<file path="config.mk">
export PLATFORM = sky130hd
export DESIGN_NAME = fps_host
export DESIGN_NICKNAME = d
export VERILOG_FILES = /design/src/hdl/fps_pkg.sv /design/src/hdl/fps_host.sv
export SDC_FILE = /design/constraint.sdc
export NUM_CORES = 1
export LEC_CHECK = 0
export ABC_AREA = 1
export BUFFER_PORTS_ARGS = -buffer_cell sky130_fd_sc_hd__buf_2
export CORE_AREA = 2 2 145 147
export DETAILED_ROUTE_END_ITERATION = 16
export DIE_AREA = 0 0 147 149
export PLACE_DENSITY = 0.81
export SYNTH_ARGS = -nofsm -noshare
export SYNTH_HDL_FRONTEND = slang
export SYNTH_SLANG_ARGS = --single-unit
export TNS_END_PERCENT = 100
</file>
<file path="constraint.sdc">
create_clock -name clk_sys -period 4.1 [get_ports clk_sys]
set_input_delay 0.205 -clock clk_sys [delete_from_list [all_inputs] [get_ports clk_sys]]
set_output_delay 0.205 -clock clk_sys [all_outputs]
set_load 0.02 [all_outputs]
</file>
<file path="src/hdl/fps_pkg.sv">
// package for the flash program sequencer host controller
package fps_pkg;
	localparam int ADDR_W = 22;
	localparam int DATA_W = 16;
	localparam int BUF_WORDS = 16;
	localparam int PAGE_LSB = 4;
	// command encodings fixed as package localparams; no parameter overrides them
	localparam logic [ADDR_W-1:0] UNLOCK1_ADDR = 22'h000555;
	localparam logic [ADDR_W-1:0] UNLOCK2_ADDR = 22'h0002AA;
	localparam logic [DATA_W-1:0] UNLOCK1_DATA = 16'h00AA;
	localparam logic [DATA_W-1:0] UNLOCK2_DATA = 16'h0055;
	localparam logic [DATA_W-1:0] PROG_SETUP = 16'h00A0;
	localparam logic [DATA_W-1:0] BYPASS_ENTER = 16'h0020;
	localparam logic [DATA_W-1:0] BYPASS_PROG = 16'h00A0;
	localparam logic [DATA_W-1:0] BYPASS_EXIT1 = 16'h0090;
	localparam logic [DATA_W-1:0] BYPASS_EXIT2 = 16'h0000;
	localparam logic [DATA_W-1:0] BUF_LOAD = 16'h0025;
	localparam logic [DATA_W-1:0] BUF_CONFIRM = 16'h0029;
	localparam logic [DATA_W-1:0] BUF_ABORT_RST = 16'h00F0;
	localparam logic [DATA_W-1:0] SEC_ENTER = 16'h0088;
	localparam logic [DATA_W-1:0] SEC_EXIT1 = 16'h0090;
	localparam logic [DATA_W-1:0] SEC_EXIT2 = 16'h0000;
	// bus timing in ns and derived cycle counts at 100 MHz
	localparam int CLK_NS = 10;
	localparam int T_STROBE_NS = 40;
	localparam int T_SETUP_NS = 20;
	localparam int STROBE_CYC = (T_STROBE_NS + CLK_NS - 1) / CLK_NS;
	localparam int SETUP_CYC = (T_SETUP_NS + CLK_NS - 1) / CLK_NS;
	localparam int CNT_W = 4;
	localparam logic [CNT_W-1:0] CNT_ZERO = 4'h0;
	// status bit positions
	localparam int ST_POLL = 7;
	localparam int ST_TOGGLE = 6;
	localparam int ST_FAIL = 5;
	localparam int ST_ABORT = 1;
	typedef enum logic [2:0] {
		FPS_OP_PROG,
		FPS_OP_BYP_ENTER,
		FPS_OP_BYP_PROG,
		FPS_OP_BYP_EXIT,
		FPS_OP_BUF_PROG,
		FPS_OP_SEC_ENTER,
		FPS_OP_SEC_EXIT,
		FPS_OP_ABORT_RST
	} fps_op_t;
	typedef struct packed {
		fps_op_t op;
		logic [ADDR_W-1:0] addr;
		logic [DATA_W-1:0] data;
	} fps_req_t;
	typedef struct packed {
		logic [ADDR_W-1:0] addr;
		logic [DATA_W-1:0] dq_o;
		logic dq_oe;
		logic ce_n;
		logic we_n;
		logic oe_n;
	} fps_bus_t;
endpackage : fps_pkg

</file>
<file path="src/hdl/fps_host.sv">
// host controller that sequences program commands into a parallel nor flash
// Notes on behaviour
// - secure region entered by three writes; stays until exit sequence
// - four-write exit sequence leaves secure region
// - standard program: two unlocks, setup, then address and data
// - completion found by polling status bit 6 until it stops toggling; bit 7 is not read
// - bypass entered by two unlocks plus bypass code
// - bypass program is two writes: code then address and data
// - bypass exit writes 90h then 00h
// - buffer program: unlocks, load at sector, count minus one, max 16
// - confirm at sector address after loads; anything else aborts
// - host polls last loaded address watching bits 6,5,1
// - abort shows bit1 high; host then issues abort reset
// - abort reset is full three writes even in bypass
// - address latched on falling strobe, data on rising strobe
`timescale 1ns/1ns
module fps_host (
	input wire logic clk_sys,
	input wire logic srst,
	input wire logic req_valid,
	input fps_pkg::fps_req_t req,
	input wire logic [fps_pkg::DATA_W-1:0] buf_data [fps_pkg::BUF_WORDS],
	input wire logic [fps_pkg::CNT_W-1:0] buf_count_m1,
	input wire logic accel_req,
	output logic req_ready,
	output logic done,
	output logic fail,
	output logic aborted,
	output logic in_bypass,
	output logic in_secure,
	output logic protect_accel_pin,
	output fps_pkg::fps_bus_t bus,
	input wire logic [fps_pkg::DATA_W-1:0] dq_i
);
	import fps_pkg::*;
	typedef enum {S_IDLE, S_WRITE, S_GAP, S_POLL1, S_POLL2, S_FIN} fps_state_t;
	fps_state_t state_ff;
	logic [3:0] step_ff;
	logic [CNT_W-1:0] idx_ff;
	logic [3:0] tcnt_ff;
	logic rd_ff;
	logic err_ff;
	fps_req_t cur_ff;
	logic [DATA_W-1:0] dq_s1_ff, dq_s2_ff, prev_ff;
	logic [ADDR_W-1:0] wa;
	logic [DATA_W-1:0] wd;
	logic last_w, polls;

	// synchronise read data from the device
	always_ff @(posedge clk_sys) begin
		dq_s1_ff <= dq_i;
		dq_s2_ff <= dq_s1_ff;
	end

	// address/data of the current write step
	always_comb begin
		wa = UNLOCK1_ADDR;
		wd = UNLOCK1_DATA;
		last_w = 1'b0;
		polls = 1'b0;
		case (cur_ff.op)
			FPS_OP_PROG: begin
				polls = 1'b1;
				last_w = (step_ff == 4'h3);
				case (step_ff)
					4'h0: begin wa = UNLOCK1_ADDR; wd = UNLOCK1_DATA; end
					4'h1: begin wa = UNLOCK2_ADDR; wd = UNLOCK2_DATA; end
					4'h2: begin wa = UNLOCK1_ADDR; wd = PROG_SETUP; end
					default: begin wa = cur_ff.addr; wd = cur_ff.data; end
				endcase
			end
			FPS_OP_BYP_ENTER, FPS_OP_SEC_ENTER: begin
				last_w = (step_ff == 4'h2);
				case (step_ff)
					4'h0: begin wa = UNLOCK1_ADDR; wd = UNLOCK1_DATA; end
					4'h1: begin wa = UNLOCK2_ADDR; wd = UNLOCK2_DATA; end
					default: begin
						wa = UNLOCK1_ADDR;
						wd = (cur_ff.op == FPS_OP_SEC_ENTER) ? SEC_ENTER : BYPASS_ENTER;
					end
				endcase
			end
			FPS_OP_BYP_PROG: begin
				polls = 1'b1;
				last_w = (step_ff == 4'h1);
				wa = (step_ff == 4'h0) ? UNLOCK1_ADDR : cur_ff.addr;
				wd = (step_ff == 4'h0) ? BYPASS_PROG : cur_ff.data;
			end
			FPS_OP_BYP_EXIT: begin
				last_w = (step_ff == 4'h1);
				wa = cur_ff.addr;
				wd = (step_ff == 4'h0) ? BYPASS_EXIT1 : BYPASS_EXIT2;
			end
			FPS_OP_SEC_EXIT: begin
				last_w = (step_ff == 4'h3);
				case (step_ff)
					4'h0: begin wa = UNLOCK1_ADDR; wd = UNLOCK1_DATA; end
					4'h1: begin wa = UNLOCK2_ADDR; wd = UNLOCK2_DATA; end
					4'h2: begin wa = UNLOCK1_ADDR; wd = SEC_EXIT1; end
					default: begin wa = cur_ff.addr; wd = SEC_EXIT2; end
				endcase
			end
			FPS_OP_ABORT_RST: begin
				last_w = (step_ff == 4'h2);
				case (step_ff)
					4'h0: begin wa = UNLOCK1_ADDR; wd = UNLOCK1_DATA; end
					4'h1: begin wa = UNLOCK2_ADDR; wd = UNLOCK2_DATA; end
					default: begin wa = UNLOCK1_ADDR; wd = BUF_ABORT_RST; end
				endcase
			end
			default: begin // buffered program
				polls = 1'b1;
				case (step_ff)
					4'h0: begin wa = UNLOCK1_ADDR; wd = UNLOCK1_DATA; end
					4'h1: begin wa = UNLOCK2_ADDR; wd = UNLOCK2_DATA; end
					4'h2: begin wa = cur_ff.addr; wd = BUF_LOAD; end
					4'h3: begin wa = cur_ff.addr; wd = {{(DATA_W-CNT_W){1'b0}}, cur_ff.data[CNT_W-1:0]}; end
					4'h4: begin
						// loads stay within one page: only low bits vary
						wa = {cur_ff.addr[ADDR_W-1:PAGE_LSB], idx_ff};
						wd = buf_data[idx_ff];
					end
					default: begin wa = cur_ff.addr; wd = BUF_CONFIRM; last_w = 1'b1; end
				endcase
			end
		endcase
	end

	// command sequencing and strobe timing
	always_ff @(posedge clk_sys) begin
		if (srst) begin
			state_ff <= S_IDLE;
			step_ff <= 4'h0;
			idx_ff <= CNT_ZERO;
			tcnt_ff <= 4'h0;
			rd_ff <= 1'b0;
			err_ff <= 1'b0;
			cur_ff <= '0;
			prev_ff <= '0;
			req_ready <= 1'b0;
			done <= 1'b0;
			fail <= 1'b0;
			aborted <= 1'b0;
			bus <= '{addr: '0, dq_o: '0, dq_oe: 1'b0, ce_n: 1'b1, we_n: 1'b1, oe_n: 1'b1};
		end else begin
			done <= 1'b0;
			case (state_ff)
				S_IDLE: begin
					req_ready <= 1'b1;
					if (req_valid && req_ready) begin
						req_ready <= 1'b0;
						cur_ff <= req;
						// host never asks for more than the buffer holds
						if (req.op == FPS_OP_BUF_PROG)
							cur_ff.data <= {{(DATA_W-CNT_W){1'b0}}, buf_count_m1};
						step_ff <= 4'h0;
						idx_ff <= CNT_ZERO;
						tcnt_ff <= 4'h0;
						rd_ff <= 1'b0;
						err_ff <= 1'b0;
						fail <= 1'b0;
						state_ff <= S_WRITE;
					end
				end
				S_WRITE: begin // address set before we_n falls, data held past rise
					bus.addr <= wa;
					bus.dq_o <= wd;
					bus.dq_oe <= 1'b1;
					bus.oe_n <= 1'b1;
					bus.ce_n <= 1'b0;
					tcnt_ff <= tcnt_ff + 4'h1;
					if (tcnt_ff == 4'(SETUP_CYC))
						bus.we_n <= 1'b0;
					if (tcnt_ff == 4'(SETUP_CYC + STROBE_CYC)) begin
						bus.we_n <= 1'b1;
						tcnt_ff <= 4'h0;
						state_ff <= S_GAP;
					end
				end
				S_GAP: begin
					bus.ce_n <= 1'b1;
					if (last_w) begin
						if (cur_ff.op == FPS_OP_ABORT_RST)
							aborted <= 1'b0;
						state_ff <= polls ? S_POLL1 : S_FIN;
						bus.dq_oe <= 1'b0;
					end else begin
						state_ff <= S_WRITE;
						if (cur_ff.op == FPS_OP_BUF_PROG && step_ff == 4'h4) begin
							// every load counts idx_ff up until it equals the count
							if (idx_ff != cur_ff.data[CNT_W-1:0])
								idx_ff <= idx_ff + 4'h1;
							else
								step_ff <= 4'h5;
						end else
							step_ff <= step_ff + 4'h1;
					end
				end
				S_POLL1: begin // read status at last loaded address
					bus.dq_oe <= 1'b0;
					bus.ce_n <= 1'b0;
					bus.oe_n <= 1'b0;
					if (cur_ff.op == FPS_OP_BUF_PROG)
						bus.addr <= {cur_ff.addr[ADDR_W-1:PAGE_LSB], idx_ff};
					tcnt_ff <= tcnt_ff + 4'h1;
					if (tcnt_ff == 4'(STROBE_CYC + 2)) begin
						tcnt_ff <= 4'h0;
						rd_ff <= 1'b1;
						bus.oe_n <= 1'b1;
						bus.ce_n <= 1'b1;
						state_ff <= S_POLL2;
						prev_ff <= dq_s2_ff;
						// toggle beside an error bit may be the last one: confirm on next read
						if (rd_ff) begin
							err_ff <= 1'b0;
							if (dq_s2_ff[ST_TOGGLE] == prev_ff[ST_TOGGLE])
								state_ff <= S_FIN;
							else if (err_ff && dq_s2_ff[ST_ABORT]) begin
								aborted <= 1'b1;
								fail <= 1'b1;
								state_ff <= S_FIN;
							end else if (err_ff && dq_s2_ff[ST_FAIL]) begin
								fail <= 1'b1;
								state_ff <= S_FIN;
							end else if (dq_s2_ff[ST_ABORT] || dq_s2_ff[ST_FAIL])
								err_ff <= 1'b1;
						end
					end
				end
				S_POLL2: begin
					// one idle cycle so every status read is a fresh output-enable pulse
					state_ff <= S_POLL1;
				end
				default: begin
					done <= 1'b1;
					state_ff <= S_IDLE;
				end
			endcase
		end
	end

	// mode tracking of the device as seen by the host
	always_ff @(posedge clk_sys) begin
		if (srst) begin
			in_bypass <= 1'b0;
			in_secure <= 1'b0;
			protect_accel_pin <= 1'b0;
		end else begin
			protect_accel_pin <= accel_req;
			if (state_ff == S_GAP && last_w) begin
				if (cur_ff.op == FPS_OP_BYP_ENTER)
					in_bypass <= 1'b1;
				if (cur_ff.op == FPS_OP_BYP_EXIT)
					in_bypass <= 1'b0;
				if (cur_ff.op == FPS_OP_SEC_ENTER)
					in_secure <= 1'b1;
				if (cur_ff.op == FPS_OP_SEC_EXIT)
					in_secure <= 1'b0;
			end
		end
	end

	property p_strobe_gap;
		@(posedge clk_sys) disable iff (srst)
		$rose(bus.we_n) |-> bus.dq_oe && !bus.ce_n;
	endproperty
	a_strobe_gap: assert property (p_strobe_gap) else $error("data not held at strobe rise");
	property p_we_len;
		@(posedge clk_sys) disable iff (srst)
		$fell(bus.we_n) |-> !bus.we_n [*4];
	endproperty
	a_we_len: assert property (p_we_len) else $error("write strobe too short");
	property p_no_overlap;
		@(posedge clk_sys) disable iff (srst)
		!bus.oe_n |-> bus.we_n && !bus.dq_oe;
	endproperty
	a_no_overlap: assert property (p_no_overlap) else $error("read overlaps write");
	property p_done_pulse;
		@(posedge clk_sys) disable iff (srst)
		done |=> !done;
	endproperty
	a_done_pulse: assert property (p_done_pulse) else $error("done not one cycle");
	property p_byp_set;
		@(posedge clk_sys) disable iff (srst)
		(state_ff == S_GAP && last_w && cur_ff.op == FPS_OP_BYP_ENTER) |=> in_bypass;
	endproperty
	a_byp_set: assert property (p_byp_set) else $error("bypass mode not tracked");
	property p_sec_clr;
		@(posedge clk_sys) disable iff (srst)
		(state_ff == S_GAP && last_w && cur_ff.op == FPS_OP_SEC_EXIT) |=> !in_secure;
	endproperty
	a_sec_clr: assert property (p_sec_clr) else $error("secure exit not tracked");
	property p_abort_clr;
		@(posedge clk_sys) disable iff (srst)
		(state_ff == S_GAP && last_w && cur_ff.op == FPS_OP_ABORT_RST) |=> !aborted;
	endproperty
	a_abort_clr: assert property (p_abort_clr) else $error("abort not cleared");
	property p_buf_page;
		@(posedge clk_sys) disable iff (srst)
		(state_ff == S_WRITE && cur_ff.op == FPS_OP_BUF_PROG && step_ff == 4'h4)
			|-> wa[ADDR_W-1:PAGE_LSB] == cur_ff.addr[ADDR_W-1:PAGE_LSB];
	endproperty
	a_buf_page: assert property (p_buf_page) else $error("load outside page");
	c_prog: cover property (@(posedge clk_sys) cur_ff.op == FPS_OP_PROG && done);
	c_buf: cover property (@(posedge clk_sys) cur_ff.op == FPS_OP_BUF_PROG && done);
	c_abort: cover property (@(posedge clk_sys) $rose(aborted));
endmodule : fps_host

</file>
# Word-level counts from Yosys, hierarchy flattened
# Index checks and enable logic that the tools add are counted.
[totals]
word_cells = 185
register_bits = 157
inputBits = 321
output_inout_bits = 49
[op_classes]
n_eq_ne = 35
addsub = 3
n_lt_le_gt_ge = 1
reduce_logical = 42
mux = 78
n_bitwise = 1
[op_table]
columns = ["cell", "count"]
rows = [
  ["one-hot mux 32 bit (5 select lines)", 1],
  ["2-to-1 mux 32 bit", 3],
  ["one-hot mux 16 bit (6 select lines)", 1],
  ["one-hot mux 22 bit (2 select lines)", 2],
  ["one-hot mux 22 bit (4 select lines)", 1],
  ["one-hot mux 16 bit (5 select lines)", 1],
  ["one-hot mux 22 bit (3 select lines)", 1],
  ["binary-select mux 16 bit (select 4 bit)", 1],
  ["equality test 32 x 2 -> 1 bit, second input constant", 2],
  ["equality test 32 x 3 -> 1 bit, second input constant", 2],
  ["2-to-1 mux 16 bit", 4],
  ["one-hot mux 16 bit (3 select lines)", 1],
  ["2-to-1 mux 22 bit", 2],
  ["2-to-1 mux 1 bit", 34],
  ["equality test 32 x 1 -> 1 bit, second input constant", 1],
  ["logical NOT 32 bit", 1],
  ["2-to-1 mux 4 bit", 8],
  ["one-hot mux 8 bit (2 select lines)", 2],
  ["!= test 2 bit, second input constant", 12],
  ["one-hot mux 4 bit (2 select lines)", 3],
  ["one-hot mux 8 bit (3 select lines)", 1],
  ["2-to-1 mux 8 bit", 2],
  ["AND reduction 2 bit", 8],
  ["nonzero test 2 bit", 8],
  ["other kinds (30)", 58],
]

# Longest topological paths before layout
# Gate-level depths: netlist of run 1.
[logic_depth]
word_depth = 8
depth_mapped = 13
depth_no_buf = 13

# Worst setup path after synthesis of run 1
# OpenSTA, ideal clock, no wires.
[synth_path]
path_kind = "flip-flop to flip-flop"
from = "register step_ff[0]"
to = "register step_ff[2]"
required_time_ns = 3.972
path_buffers = 0
path_stages_with_launch = 13
t_arrival_ns = 1.583
period_less_slack_ns = 1.711
path_slack_ns = 2.389
path_cell_list = "dfxtp_1 -> inv_1 -> ha_1 -> o21ai_2 -> nand2_4 -> nor2_4 -> nand2_2 -> nand2_2 -> nand2_4 -> nand2_4 -> nand2_1 -> o21ai_1 -> nor2_1"
[synth_via]
elab_chain_len = 6
[synth_lines]
columns = ["element", "line_no", "text"]
rows = [
  ["start: declaration", "fps_host.sv:38", "logic [3:0] step_ff;"],
  ["start signal: assignment", "fps_host.sv:196", "step_ff <= step_ff + 4'h1;"],
  ["equality test 4 x 1 -> 1 bit, or another cell as far along", "fps_host.sv:85, fps_host.sv:90, fps_host.sv:113", ""],
  ["OR reduction 5 bit (no line)", "--", ""],
  ["2-to-1 mux 1 bit", "fps_host.sv:113", "case (step_ff)"],
  ["one-hot mux 1 bit (3 select lines)", "fps_host.sv:61", "case (cur_ff.op)"],
  ["!= test 2 bit (no line)", "--", ""],
  ["AND reduction 4 bit (no line)", "--", ""],
]
# Parallel ways exist; a longest one is shown, timed or not. The select of a mux whose other input is x is not followed.
# A chain may end at the register's enable or synchronous reset.

# Final worst setup path of run 1
[layout_path]
from = "register idx_ff[0]"
to = "register bus[4] (netlist name)"
[layout_via]
elab_chain_len = 6
[layout_lines]
columns = ["element", "line_no", "text"]
rows = [
  ["start: declaration", "fps_host.sv:39", "logic [CNT_W-1:0] idx_ff;"],
  ["start signal: assignment", "fps_host.sv:192", "idx_ff <= idx_ff + 4'h1;"],
  ["NOT 4 -> 5 bit (implied by the code)", "fps_host.sv:121", "wd = buf_data[idx_ff];"],
  ["binary-select mux 16 bit (select 4 bit)", "fps_host.sv:121", ""],
  ["2-to-1 mux 16 bit (implied by the code) (2 in a row)", "fps_host.sv:121", ""],
  ["one-hot mux 16 bit (5 select lines)", "fps_host.sv:113", ""],
  ["one-hot mux 16 bit (6 select lines)", "fps_host.sv:61", ""],
  ["end signal: assignment", "fps_host.sv:144", "bus <= '{addr: '0, dq_o: '0, dq_oe: 1'b0, ce_n: 1'b1, we_n: 1'b1, oe_n: 1'b1};"],
  ["end: declaration", "fps_host.sv:32", "output fps_pkg::fps_bus_t bus,"],
]
# No other way between the ends. The select of a mux whose other input is x is not followed.

==> impl_results.md, run 1 <==
- Critical-path top delay cell: dfxtp_4
- IR drop worst, VDD: 0.446 mV
- Routability cong.: 0.982
- Worst Path Required: 4420 ps
- Die Span Y: 149 microns
- Worst path top cell family by delay: flip-flops
- First-pass GRT wire length: 49.6 mm
- Synth top area share: 28.8%
- Ys async rst share: 0%
- Worst Skew: 6.49 ps
- TritonCTS clock tree: built
- Setup Fix Bufs, Post-CTS: 0
- CP Max Fanout: 86
- Pwr Total: 4.73 mW
- Crit path kind: flip-flop to flip-flop
- Die area: 21900 sq um
- CP startpoint kind: flip-flop
- Leakage: 4.97 nW
- Synth area leaders: dfxtp_1 29%, nand2_1 16%, o21ai_0 11%, a21oi_1 8.0%, nand3_1 7.8%
- Tightest Pin Transition: 934 ps
- Vias in the first global route: 9422
- CP Cell Sequence: inv_4 -> o21ai_0 -> o211ai_1 -> nand3_1 -> nand2_1 -> nand2_1 -> nand3_1 -> nand2_1 -> inv_1
- Post-Place Setup Slack: 1490 ps
- Top-level port count: 370
- DR WL/cell: 17.0 microns
- Final Max Slew Viols: 0
- Initial DRT Pass Iterations: 5
- Count leader, synth: nand2_1
- Antenna violations before repair: 5
- Syn Std Cell Area: 7940 sq um
- Ys flop type: dfxtp_1
- Setup crit end kind: flip-flop
- Area grow syn2layout: 30.6%
- Synth Warn #: 0
- Via count: 10131
- Cell variety after synth: 44
- Leading area contributor after synthesis: dfxtp_1
- Fin crit share: 64.6%
- Total grt overflow: 0
- Status: finished, final reports clean
- Unrepaired setup endpoints after global routing: false
- Nets@finish: 1953
- Clock root cell: clkbuf_16
- Die Width: 147 microns
- Clk_lat worst skew: 420 ps
- Site Rows: 53
- Core box area: 20600 sq um
- Dpl hpwl: 23.9 mm
- Synth top cells by count: 332 x nand2_1, 171 x o21ai_0, 159 x nor2_1, 127 x a21oi_1, 124 x nand3_1
- Crit path DAT: 2970 ps
- Initial DRC count: 784
- Max clock buf depth: 2
- IO Port Bufs: 356
- Share of cells above drive strength 1: 27.5%
- Fmax: 377 MHz
- Synthesis-stage register bit count: 114
- Worst Slack Setup Final: 1450 ps
- Post-synth EDFFs: 0
- Reg clk slew, reported paths: 60 ps
- Vias per cell: 5.29
- Register area share after synthesis: 28.8%
- Crit path time final: 2650 ps
- DRT Wirelength: 32.6 mm
- GRT Overall Usage: 28.7%
- Worst path buffer plus inverter count: 2
- Starting Density: 38.6%
- Final ANT Viol Nets: 0
- Largest net degree at the start of global routing: 87
- Cell mode on critical path: nand2_1
- Max-slew headroom: 37.6%
- Worst stage delay on the critical path: 760 ps
- Clock sinks: 114
- Cell Pwr Density: 457 nW/um^2
- Syn_area_per_cell: 6.00 sq um
- Max H-tree Level: 4
- Max_cap viols: 0
- Setup TNS Final: 0 ps
- Worst Hold Class: input pin to flip-flop
- Syn Nets: 1650
- Number of buffers created by CTS: 17
- Final Hold Vio Count: 0
- DRC: 0
- # setup viols final: 0
- Gate Count Post-Synth: 1322
[worst min-delay path: stages]
cell,delay (ps)
buf_2,90
nand3_1,60
o21ai_0,60
[layout make-up]
type / instances / area (sq um)
Tap cell: 275 / 344
Clock buffer: 18 / 439
Sequential cell: 114 / 2290
Multi-Input combinational cell: 1038 / 4930
Fill cell: 2119 / 10200
Inverter: 84 / 318
Timing Repair Buffer: 370 / 1900
Clock inverter: 14 / 139
Antenna cell: 3 / 7.51
[final timing paths]
check	startpoint	to	slack, ps	depth (start not counted)
hold reg to reg	dq_s1_ff[6]	dq_s2_ff[6]	330	0
setup / recovery	idx_ff[0]	bus[4]	1450	9
hold / removal	req[38]	cur_ff[38]	20	3
setup reg to reg	idx_ff[0]	bus[4]	1450	9
[cells by family (layout without fill, tap and decap cells)]
| kind of cell | after synthesis | in the layout | share of synthesized area [%] |
|---|---|---|---|
| and+or+nand+nor | 655 | 655 | 34.8 |
| AOI/OAI and AO/OA | 363 | 363 | 24.6 |
| buffers and inverters | 170 | 486 | 9.15 |
| DFF | 114 | 114 | 28.8 |
| adders and majority gates | 7 | 7 | 1.10 |
| muxes | 7 | 7 | 0.946 |
| xor gates and xnor gates | 6 | 6 | 0.662 |
| other | 0 | 3 | 0 |
[per-stage QoR]
step                      cell area (sq um)  hold WS (ps)  util [%]  cells
after detailed placement               9740           309      47.4   1877
after CTS                             10400          15.6      50.4   1913
after floorplan                        7940           233         -   1322
final                                 10400          22.4      50.4   1916
after global placement                 9740           308      47.4   1877
after global routing                  10400          32.3      50.4   1915
[cells in the final DEF (no fill, tap or decap), drive strengths merged]
master,netlist,routed
clkinv,1,6
or2,2,2
a21oi,129,129
o22ai,10,10
nor4,1,1
nand3b,1,1
clkinvlp,0,6
nor2,167,167
o21ai,179,179
mux2,4,4
nand2,346,346
nand4,6,6
buf,52,366
dlygate4sd3,0,4
xnor2,2,2
xor2,4,4
o31ai,6,6
diode,0,3
a31oi,8,8
mux2i,3,3
ha,7,7
dfxtp,114,114
a21boi,4,4
and2,2,2
nand3,126,126
clkbuf,34,18
nor3,4,4
o211ai,22,22
a211oi,1,1
bufinv,0,2
inv,83,84
o21a,4,4
[state kept, by name, summed over array words and instances, names as in the netlist]
name and flops:
prev_ff 1, tcnt_ff 4, in_secure 1, aborted 1
protect_accel_pin 1, err_ff 1, dq_s2_ff 3, state_ff 3
cur_ff 41, in_bypass 1, step_ff 4, rd_ff 1
done 1, fail 1, req_ready 1, bus 42
idx_ff 4, dq_s1_ff 3
[report_power, final]
group | internal, mW | switching (mW)
Combinational | 0.633 | 1.28
Sequential | 1.25 | 0.130
Clock | 0.903 | 0.539
[per-layer routing]
metal / track usage [%] / part of all wire [%] / routed length, microns
met5: 0 / 0 / 0
met4: 10.7 / 3.2 / 1040
met3: 5.81 / 7.5 / 2440
met2: 50.4 / 49 / 16000
met1: 34.9 / 40 / 13100
[what timing repair did]
| action | 4_1_cts | 5_1_grt |
|---|---|---|
| hold buffers | 4 | 0 |
| gates resized for setup | 0 | 0 |
| hold endpoints to repair | 4 | 0 |
| setup endpoints to repair | 0 | 0 |
No activity file was read; power rests on OpenSTA's default activity.
==> run 2, diff against run 1 <==
- ABC_AREA: 1 -> 0
- PLACE_DENSITY: 0.81 -> 0.82
- clock period: 4.1 -> 2.1 ns (I/O delays scaled with it)
==> run 2 against run 1 <==
The flow now finishes with violations (negative setup slack). Combinational power up 34%. Synthesized area shrank 4.3%. Final area up 13%. Clock power grew 100%. Critical endpoint is now bus[17].
==> impl_results.md, run 2 <==
- Failing checks: negative setup slack
- IR drop worst, VDD: 0.559 mV (+25%)
- Final Non-Filler Cells: 1559 (-19%)
- Most flops, register: bus
- Cell Pwr Density: 698 nW/um^2 (+53%)
- Total grt overflow: 0 (unchanged)
- Vias per cell: 5.81 (+9.8%)
- Crit path time final: 2160 ps (-492 ps)
- Syn Nets: 1116 (-32%)
- Clk_lat worst skew: 430 ps (about the same)
- Synth Warn #: 0 (unchanged)
- Area grow syn2layout: 54.3%
- Placed Area: 10200 sq um (+5.1%)
- Die area: 21900 sq um (unchanged)
- Post-layout instance area: 11700 sq um (+13%)
- Fin crit share: 103% (+38 points)
- Clock root cell: clkbuf_16
- IO Port Bufs: 356 (unchanged)
- Final Hold Vio Count: 0 (unchanged)
- Largest net degree at the start of global routing: 37 (-57%)
- Layout Utilization: 57.0% (+6.6 points)
- Worst Path Required: 2410 ps (-2010 ps)
- Max_cap viols: 0 (unchanged)
- # setup viols final: 7 (+7)
- Fillers: 1776 (-16%)
- Site Rows: 53 (unchanged)
- Leading area contributor after synthesis: dfxtp_1
- Worst Slack Setup Final: -57.6 ps (-1510 ps)
- CP startpoint kind: flip-flop
- Ys flop type: dfxtp_1
- Synth top area share: 30.0% (+1.3 points)
- Final Max Slew Viols: 0 (unchanged)
- Ys async rst share: 0% (unchanged)
- Initial DRT Pass Iterations: 5 (unchanged)
- Max clock buf depth: 2 (unchanged)
- DR WL/cell: 23.8 microns (+40%)
- DRT Wirelength: 37.1 mm (+14%)
- Gate Count Post-Synth: 788 (-40%)
- Synth top cells by count: 114 x dfxtp_1, 87 x nand2_1, 86 x nor2_1, 65 x a21oi_1, 45 x mux4_2
- First-pass GRT wire length: 51.7 mm (+4.2%)
- Syn Std Cell Area: 7600 sq um (-4.3%)
- Largest regs: bus (42), cur_ff (41)
- Pwr Total: 8.18 mW (+73%)
- Synthesis-stage register bit count: 114 (unchanged)
- Via count: 9051 (-11%)
- Unrepaired setup endpoints after global routing: true
- Reg area: 2290 sq um (+0.33%)
- Most common cell after layout, fill and taps aside: buf_2
- Worst setup startpoint: idx_ff[0]
- Top-level port count: 370 (unchanged)
- Core box area: 20600 sq um (unchanged)
- Most frequent cells in the layout: 356 x buf_2, 113 x buf_4, 108 x dfxtp_1, 85 x nor2_1, 83 x nand2_1
- Post-Place Cells: 1469 (-22%)
- Final ANT Viol Nets: 0 (unchanged)
- Max-slew headroom: 55.9% (+18 points)
- Initial DRC count: 1042 (+33%)
- Area occupied by multi-input gates: 5080 sq um (+3.1%)
- DRC: 0 (unchanged)
- TritonCTS clock tree: built
- GRT Overall Usage: 31.8% (+3.1 points)
- Share of cells above drive strength 1: 50.9% (+23 points)
- Post-synth EDFFs: 0 (unchanged)
- Vias in the first global route: 8643 (-8.3%)
- WHS: 75.0 ps (+52.6 ps)
- CP Max Fanout: 16 (-81%)
- Number of buffers created by CTS: 17 (unchanged)
- Worst Skew: 8.50 ps (+2.01 ps)
- Clock sinks: 114 (unchanged)
- Max FFs per register: 42 (unchanged)
- Routability cong.: 0.955 (-2.8%)
- Setup TNS Final: -241 ps (-241 ps)
- Register area share after synthesis: 30.0% (+1.3 points)
- Fmax: 463 MHz (+23%)
- Count leader, synth: dfxtp_1
- Crit path DAT: 2470 ps (-500 ps)
- Reg clk slew, reported paths: 60 ps (about the same)
- RR Startpoint: idx_ff[0]
- Max H-tree Level: 4 (unchanged)
- Cell variety after synth: 75 (+70%)
- Syn_area_per_cell: 9.64 sq um (+61%)
- Nets@finish: 1593 (-18%)
- Post-Place Setup Slack: -91.2 ps (-1580 ps)
- Tightest Pin Transition: 662 ps (-272 ps)
- Antenna violations before repair: 14 (+9)
- Synth area leaders: dfxtp_1 30%, mux4_2 13%, mux4_1 8.6%, nand2_1 4.3%, a21oi_1 4.3%
- Worst Hold Class: input pin to flip-flop
- Crit path kind: flip-flop to flip-flop
- Dpl hpwl: 28.5 mm (+19%)
- Status: finished, violations left
- Die Width: 147 microns (unchanged)
- Hold Path Origin: req[2]
- Die Span Y: 149 microns (unchanged)
- Starting Density: 37.0% (-1.6 points)
- Leakage: 4.95 nW (-0.43%)
- Setup crit end kind: flip-flop
[run 2: where the power goes]
| group | switching [mW] | internal [mW] |
|---|---|---|
| logic | 1.46 | 1.12 |
| clock network | 1.09 | 1.83 |
| registers | 0.233 | 2.44 |
[run 2: area by class of cell]
type                       count  share of cell area [%]
inverter                      11                   0.352
antenna                        6                   0.128
clock inverter                12                    1.12
tap                          275                    2.94
timing repair buffer         529                    28.5
sequential                   114                    19.6
multi-input combinational    592                    43.4
clock buffer                  20                    3.98
[run 2: cells by family after synthesis]
logic type,share of synthesized area [%]
AOI/OAI and AO/OA,19.0
xor gates and xnor gates,0.692
adders and majority gates,1.15
buffers and inverters,6.90
DFF,30.0
muxes,25.0
and+or+nand+nor,17.2
[run 2: routing by layer]
metal	share of wire [%]	track usage [%]	routed length [microns]	up-vias
met5	0.17	0	63	-
met4	3.1	11.6	1140	10
met1	38	39.0	14100	4387
met3	10	9.57	3890	94
met2	48	53.1	17900	577
li1	-	-	-	3983
[run 2: path summary, 6_finish.rpt]
check	end	slack, ps	depth (start not counted)
setup / recovery	bus[17]	-60	5
hold / removal	cur_ff[2]	80	3
setup reg to reg	bus[17]	-60	5
hold reg to reg	dq_s2_ff[5]	330	0
[run 2: worst max-delay path, cell delays in order, from the launching register on]
cell	delay, ps
dfxtp_4	450
buf_12	200
mux4_1	590
mux4_2	500
a221oi_2	220
nor3_1	70
[run 2: repair_timing]
item,CTS,global route
pin swaps,5,31
hold buffers,41,0
hold endpoints to repair,41,0
endpoints found under the setup margin,40,49
gates resized for setup,35,70
cloned,2,1
setup buffers,7,3
==> run 3, diff against run 2 <==
- CORE_AREA: 2 2 145 147 -> default
- CORE_UTILIZATION: default -> 23
- DIE_AREA: 0 0 147 149 -> default
- PLACE_DENSITY: 0.82 -> 0.59
==> run 3 against run 2 <==
The run still ends with negative setup slack left. Clock skew up 5.7 ps. Clock power increased by 11%. Die area increased by 54%. Highest routed layer unchanged.
==> impl_results.md, run 3 (same netlist as run 2, synthesis figures left out) <==
- Worst Slack Setup Final: -64.0 ps (-6.44 ps)
- Leakage: 5.00 nW (+1.1%)
- CP Max Fanout: 6 (-10)
- Area grow syn2layout: 58.6%
- Vias per cell: 4.95 (-15%)
- Max FFs per register: 42 (unchanged)
- Fmax: 462 MHz (-0.30%)
- Layout Utilization: 37.0% (-20 points)
- Die Width: 184 microns (+25%)
- IR drop worst, VDD: 0.399 mV (-29%)
- Most common cell after layout, fill and taps aside: buf_2
- Worst Hold Class: input pin to flip-flop
- Final Non-Filler Cells: 1728 (+11%)
- Clock root cell: clkbuf_16
- First-pass GRT wire length: 51.4 mm (-0.52%)
- DR WL/cell: 20.9 microns (-12%)
- Final Hold Vio Count: 0 (unchanged)
- Pwr Total: 8.41 mW (+2.8%)
- Total grt overflow: 0 (unchanged)
- Post-layout instance area: 12000 sq um (+2.8%)
- TritonCTS clock tree: built
- Tightest Pin Transition: 595 ps (-67.0 ps)
- Crit path time final: 2160 ps (+6.44 ps)
- Unrepaired setup endpoints after global routing: true
- Max-slew headroom: 59.3% (+3.4 points)
- CP startpoint kind: flip-flop
- Die Span Y: 184 microns (+23%)
- Most flops, register: bus
- Vias in the first global route: 8416 (-2.6%)
- DRC: 0 (unchanged)
- Share of cells above drive strength 1: 50.8% (-0.12 points)
- Top-level port count: 370 (unchanged)
- # setup viols final: 5 (-2)
- Number of buffers created by CTS: 17 (unchanged)
- Post-Place Setup Slack: -225 ps (-134 ps)
- Most frequent cells in the layout: 355 x buf_2, 119 x buf_4, 109 x dfxtp_1, 85 x nand2_1, 84 x nor2_1
- Die area: 33800 sq um (+54%)
- Cell Pwr Density: 698 nW/um^2 (about the same)
- Core box area: 32500 sq um (+58%)
- Reg2reg setup slack: -60 ps (about the same)
- Max H-tree Level: 4 (unchanged)
- Post-Place Cells: 1624 (+11%)
- Status: finished, violations left
- Antenna violations before repair: 10 (-4)
- Routability cong.: 0.917 (-4.0%)
- Initial DRC count: 551 (-47%)
- Clk_lat worst skew: 420 ps (about the same)
- DRT Wirelength: 36.2 mm (-2.5%)
- Starting Density: 23.3% (-14 points)
- Setup TNS Final: -131 ps (+111 ps)
- GRT Overall Usage: 20.7% (-11 points)
- Crit path kind: flip-flop to flip-flop
- Final ANT Viol Nets: 0 (unchanged)
- Via count: 8553 (-5.5%)
- Largest regs: bus (42), cur_ff (41)
- IO Port Bufs: 356 (unchanged)
- Crit path DAT: 2470 ps (about the same)
- Placed Area: 10400 sq um (+1.7%)
- Max_cap viols: 0 (unchanged)
- Final Max Slew Viols: 0 (unchanged)
- Nets@finish: 1596 (+0.19%)
- Clock sinks: 114 (unchanged)
- WHS: 24.4 ps (-50.6 ps)
- Max clock buf depth: 2 (unchanged)
- Worst Skew: 14.2 ps (+5.69 ps)
- Largest net degree at the start of global routing: 48 (+30%)
- Initial DRT Pass Iterations: 6 (+1)
- Site Rows: 66 (+25%)
- Reg clk slew, reported paths: 60 ps (about the same)
- Fin crit share: 103% (+0.31 points)
- Failing checks: negative setup slack
- Worst Path Required: 2400 ps (about the same)
- Setup crit end kind: flip-flop
- Dpl hpwl: 28.2 mm (-0.94%)
[run 3: changes by cell type in the layout (fill, tap and decap cells not counted), moves of 4 or more]
| cell | previous run | this run |
|---|---|---|
| buf_6 | 9 | 2 |
| buf_4 | 113 | 119 |
| buf_16 | 0 | 4 |
| clkinvlp_4 | 5 | 1 |
| inv_6 | 0 | 4 |
[run 3: metal layers]
layer / track usage, % / vias to the layer above / wire length, microns
met3: 5.19 / 79 / 2580
met4: 8.97 / 6 / 1520
met5: 1.78 / - / 40
met1: 24.4 / 4063 / 14100
met2: 35.4 / 411 / 18000
li1: - / 3994 / -
[run 3: power breakdown]
part / total (mW) / internal [mW] / switching [mW] / leakage, nW
sequential: 2.63 / 2.43 / 0.192 / 0.933
combinational: 2.55 / 1.12 / 1.43 / 3.75
clock: 3.23 / 2.02 / 1.20 / 0.313
[run 3: worst paths after layout]
kind / startpoint / endpoint / cells past startpoint
worst min-delay path: req[1] / cur_ff[1] / 3
worst max register to register: idx_ff[0] / bus[17] / 6
worst min register to register: dq_s1_ff[1] / dq_s2_ff[1] / 0
worst max-delay path: idx_ff[0] / bus[17] / 6
[run 3: critical path, stage by stage, from the launching register on]
cell and delay [ps]:
dfxtp_4 440, buf_12 140, buf_16 120, mux4_2 490, mux4_2 530, a221oi_2 260, nor3_1 60
[run 3: cell type report]
type / instances / area [sq um]
Clock buffer: 17 / 425
Fill cell: 3389 / 20500
Timing Repair Buffer: 532 / 3440
Clock inverter: 15 / 220
Antenna cell: 5 / 12.5
Multi-Input combinational cell: 592 / 5070
Inverter: 11 / 41.3
Tap cell: 442 / 553
Sequential cell: 114 / 2290
[run 3: timing repair]
item,4_1_cts,5_1_grt
setup endpoints to repair,27,46
hold buffers,41,0
pin swaps,8,15
gates cloned,4,1
gates resized for setup,34,53
hold endpoints to repair,41,0
setup buffers,10,12
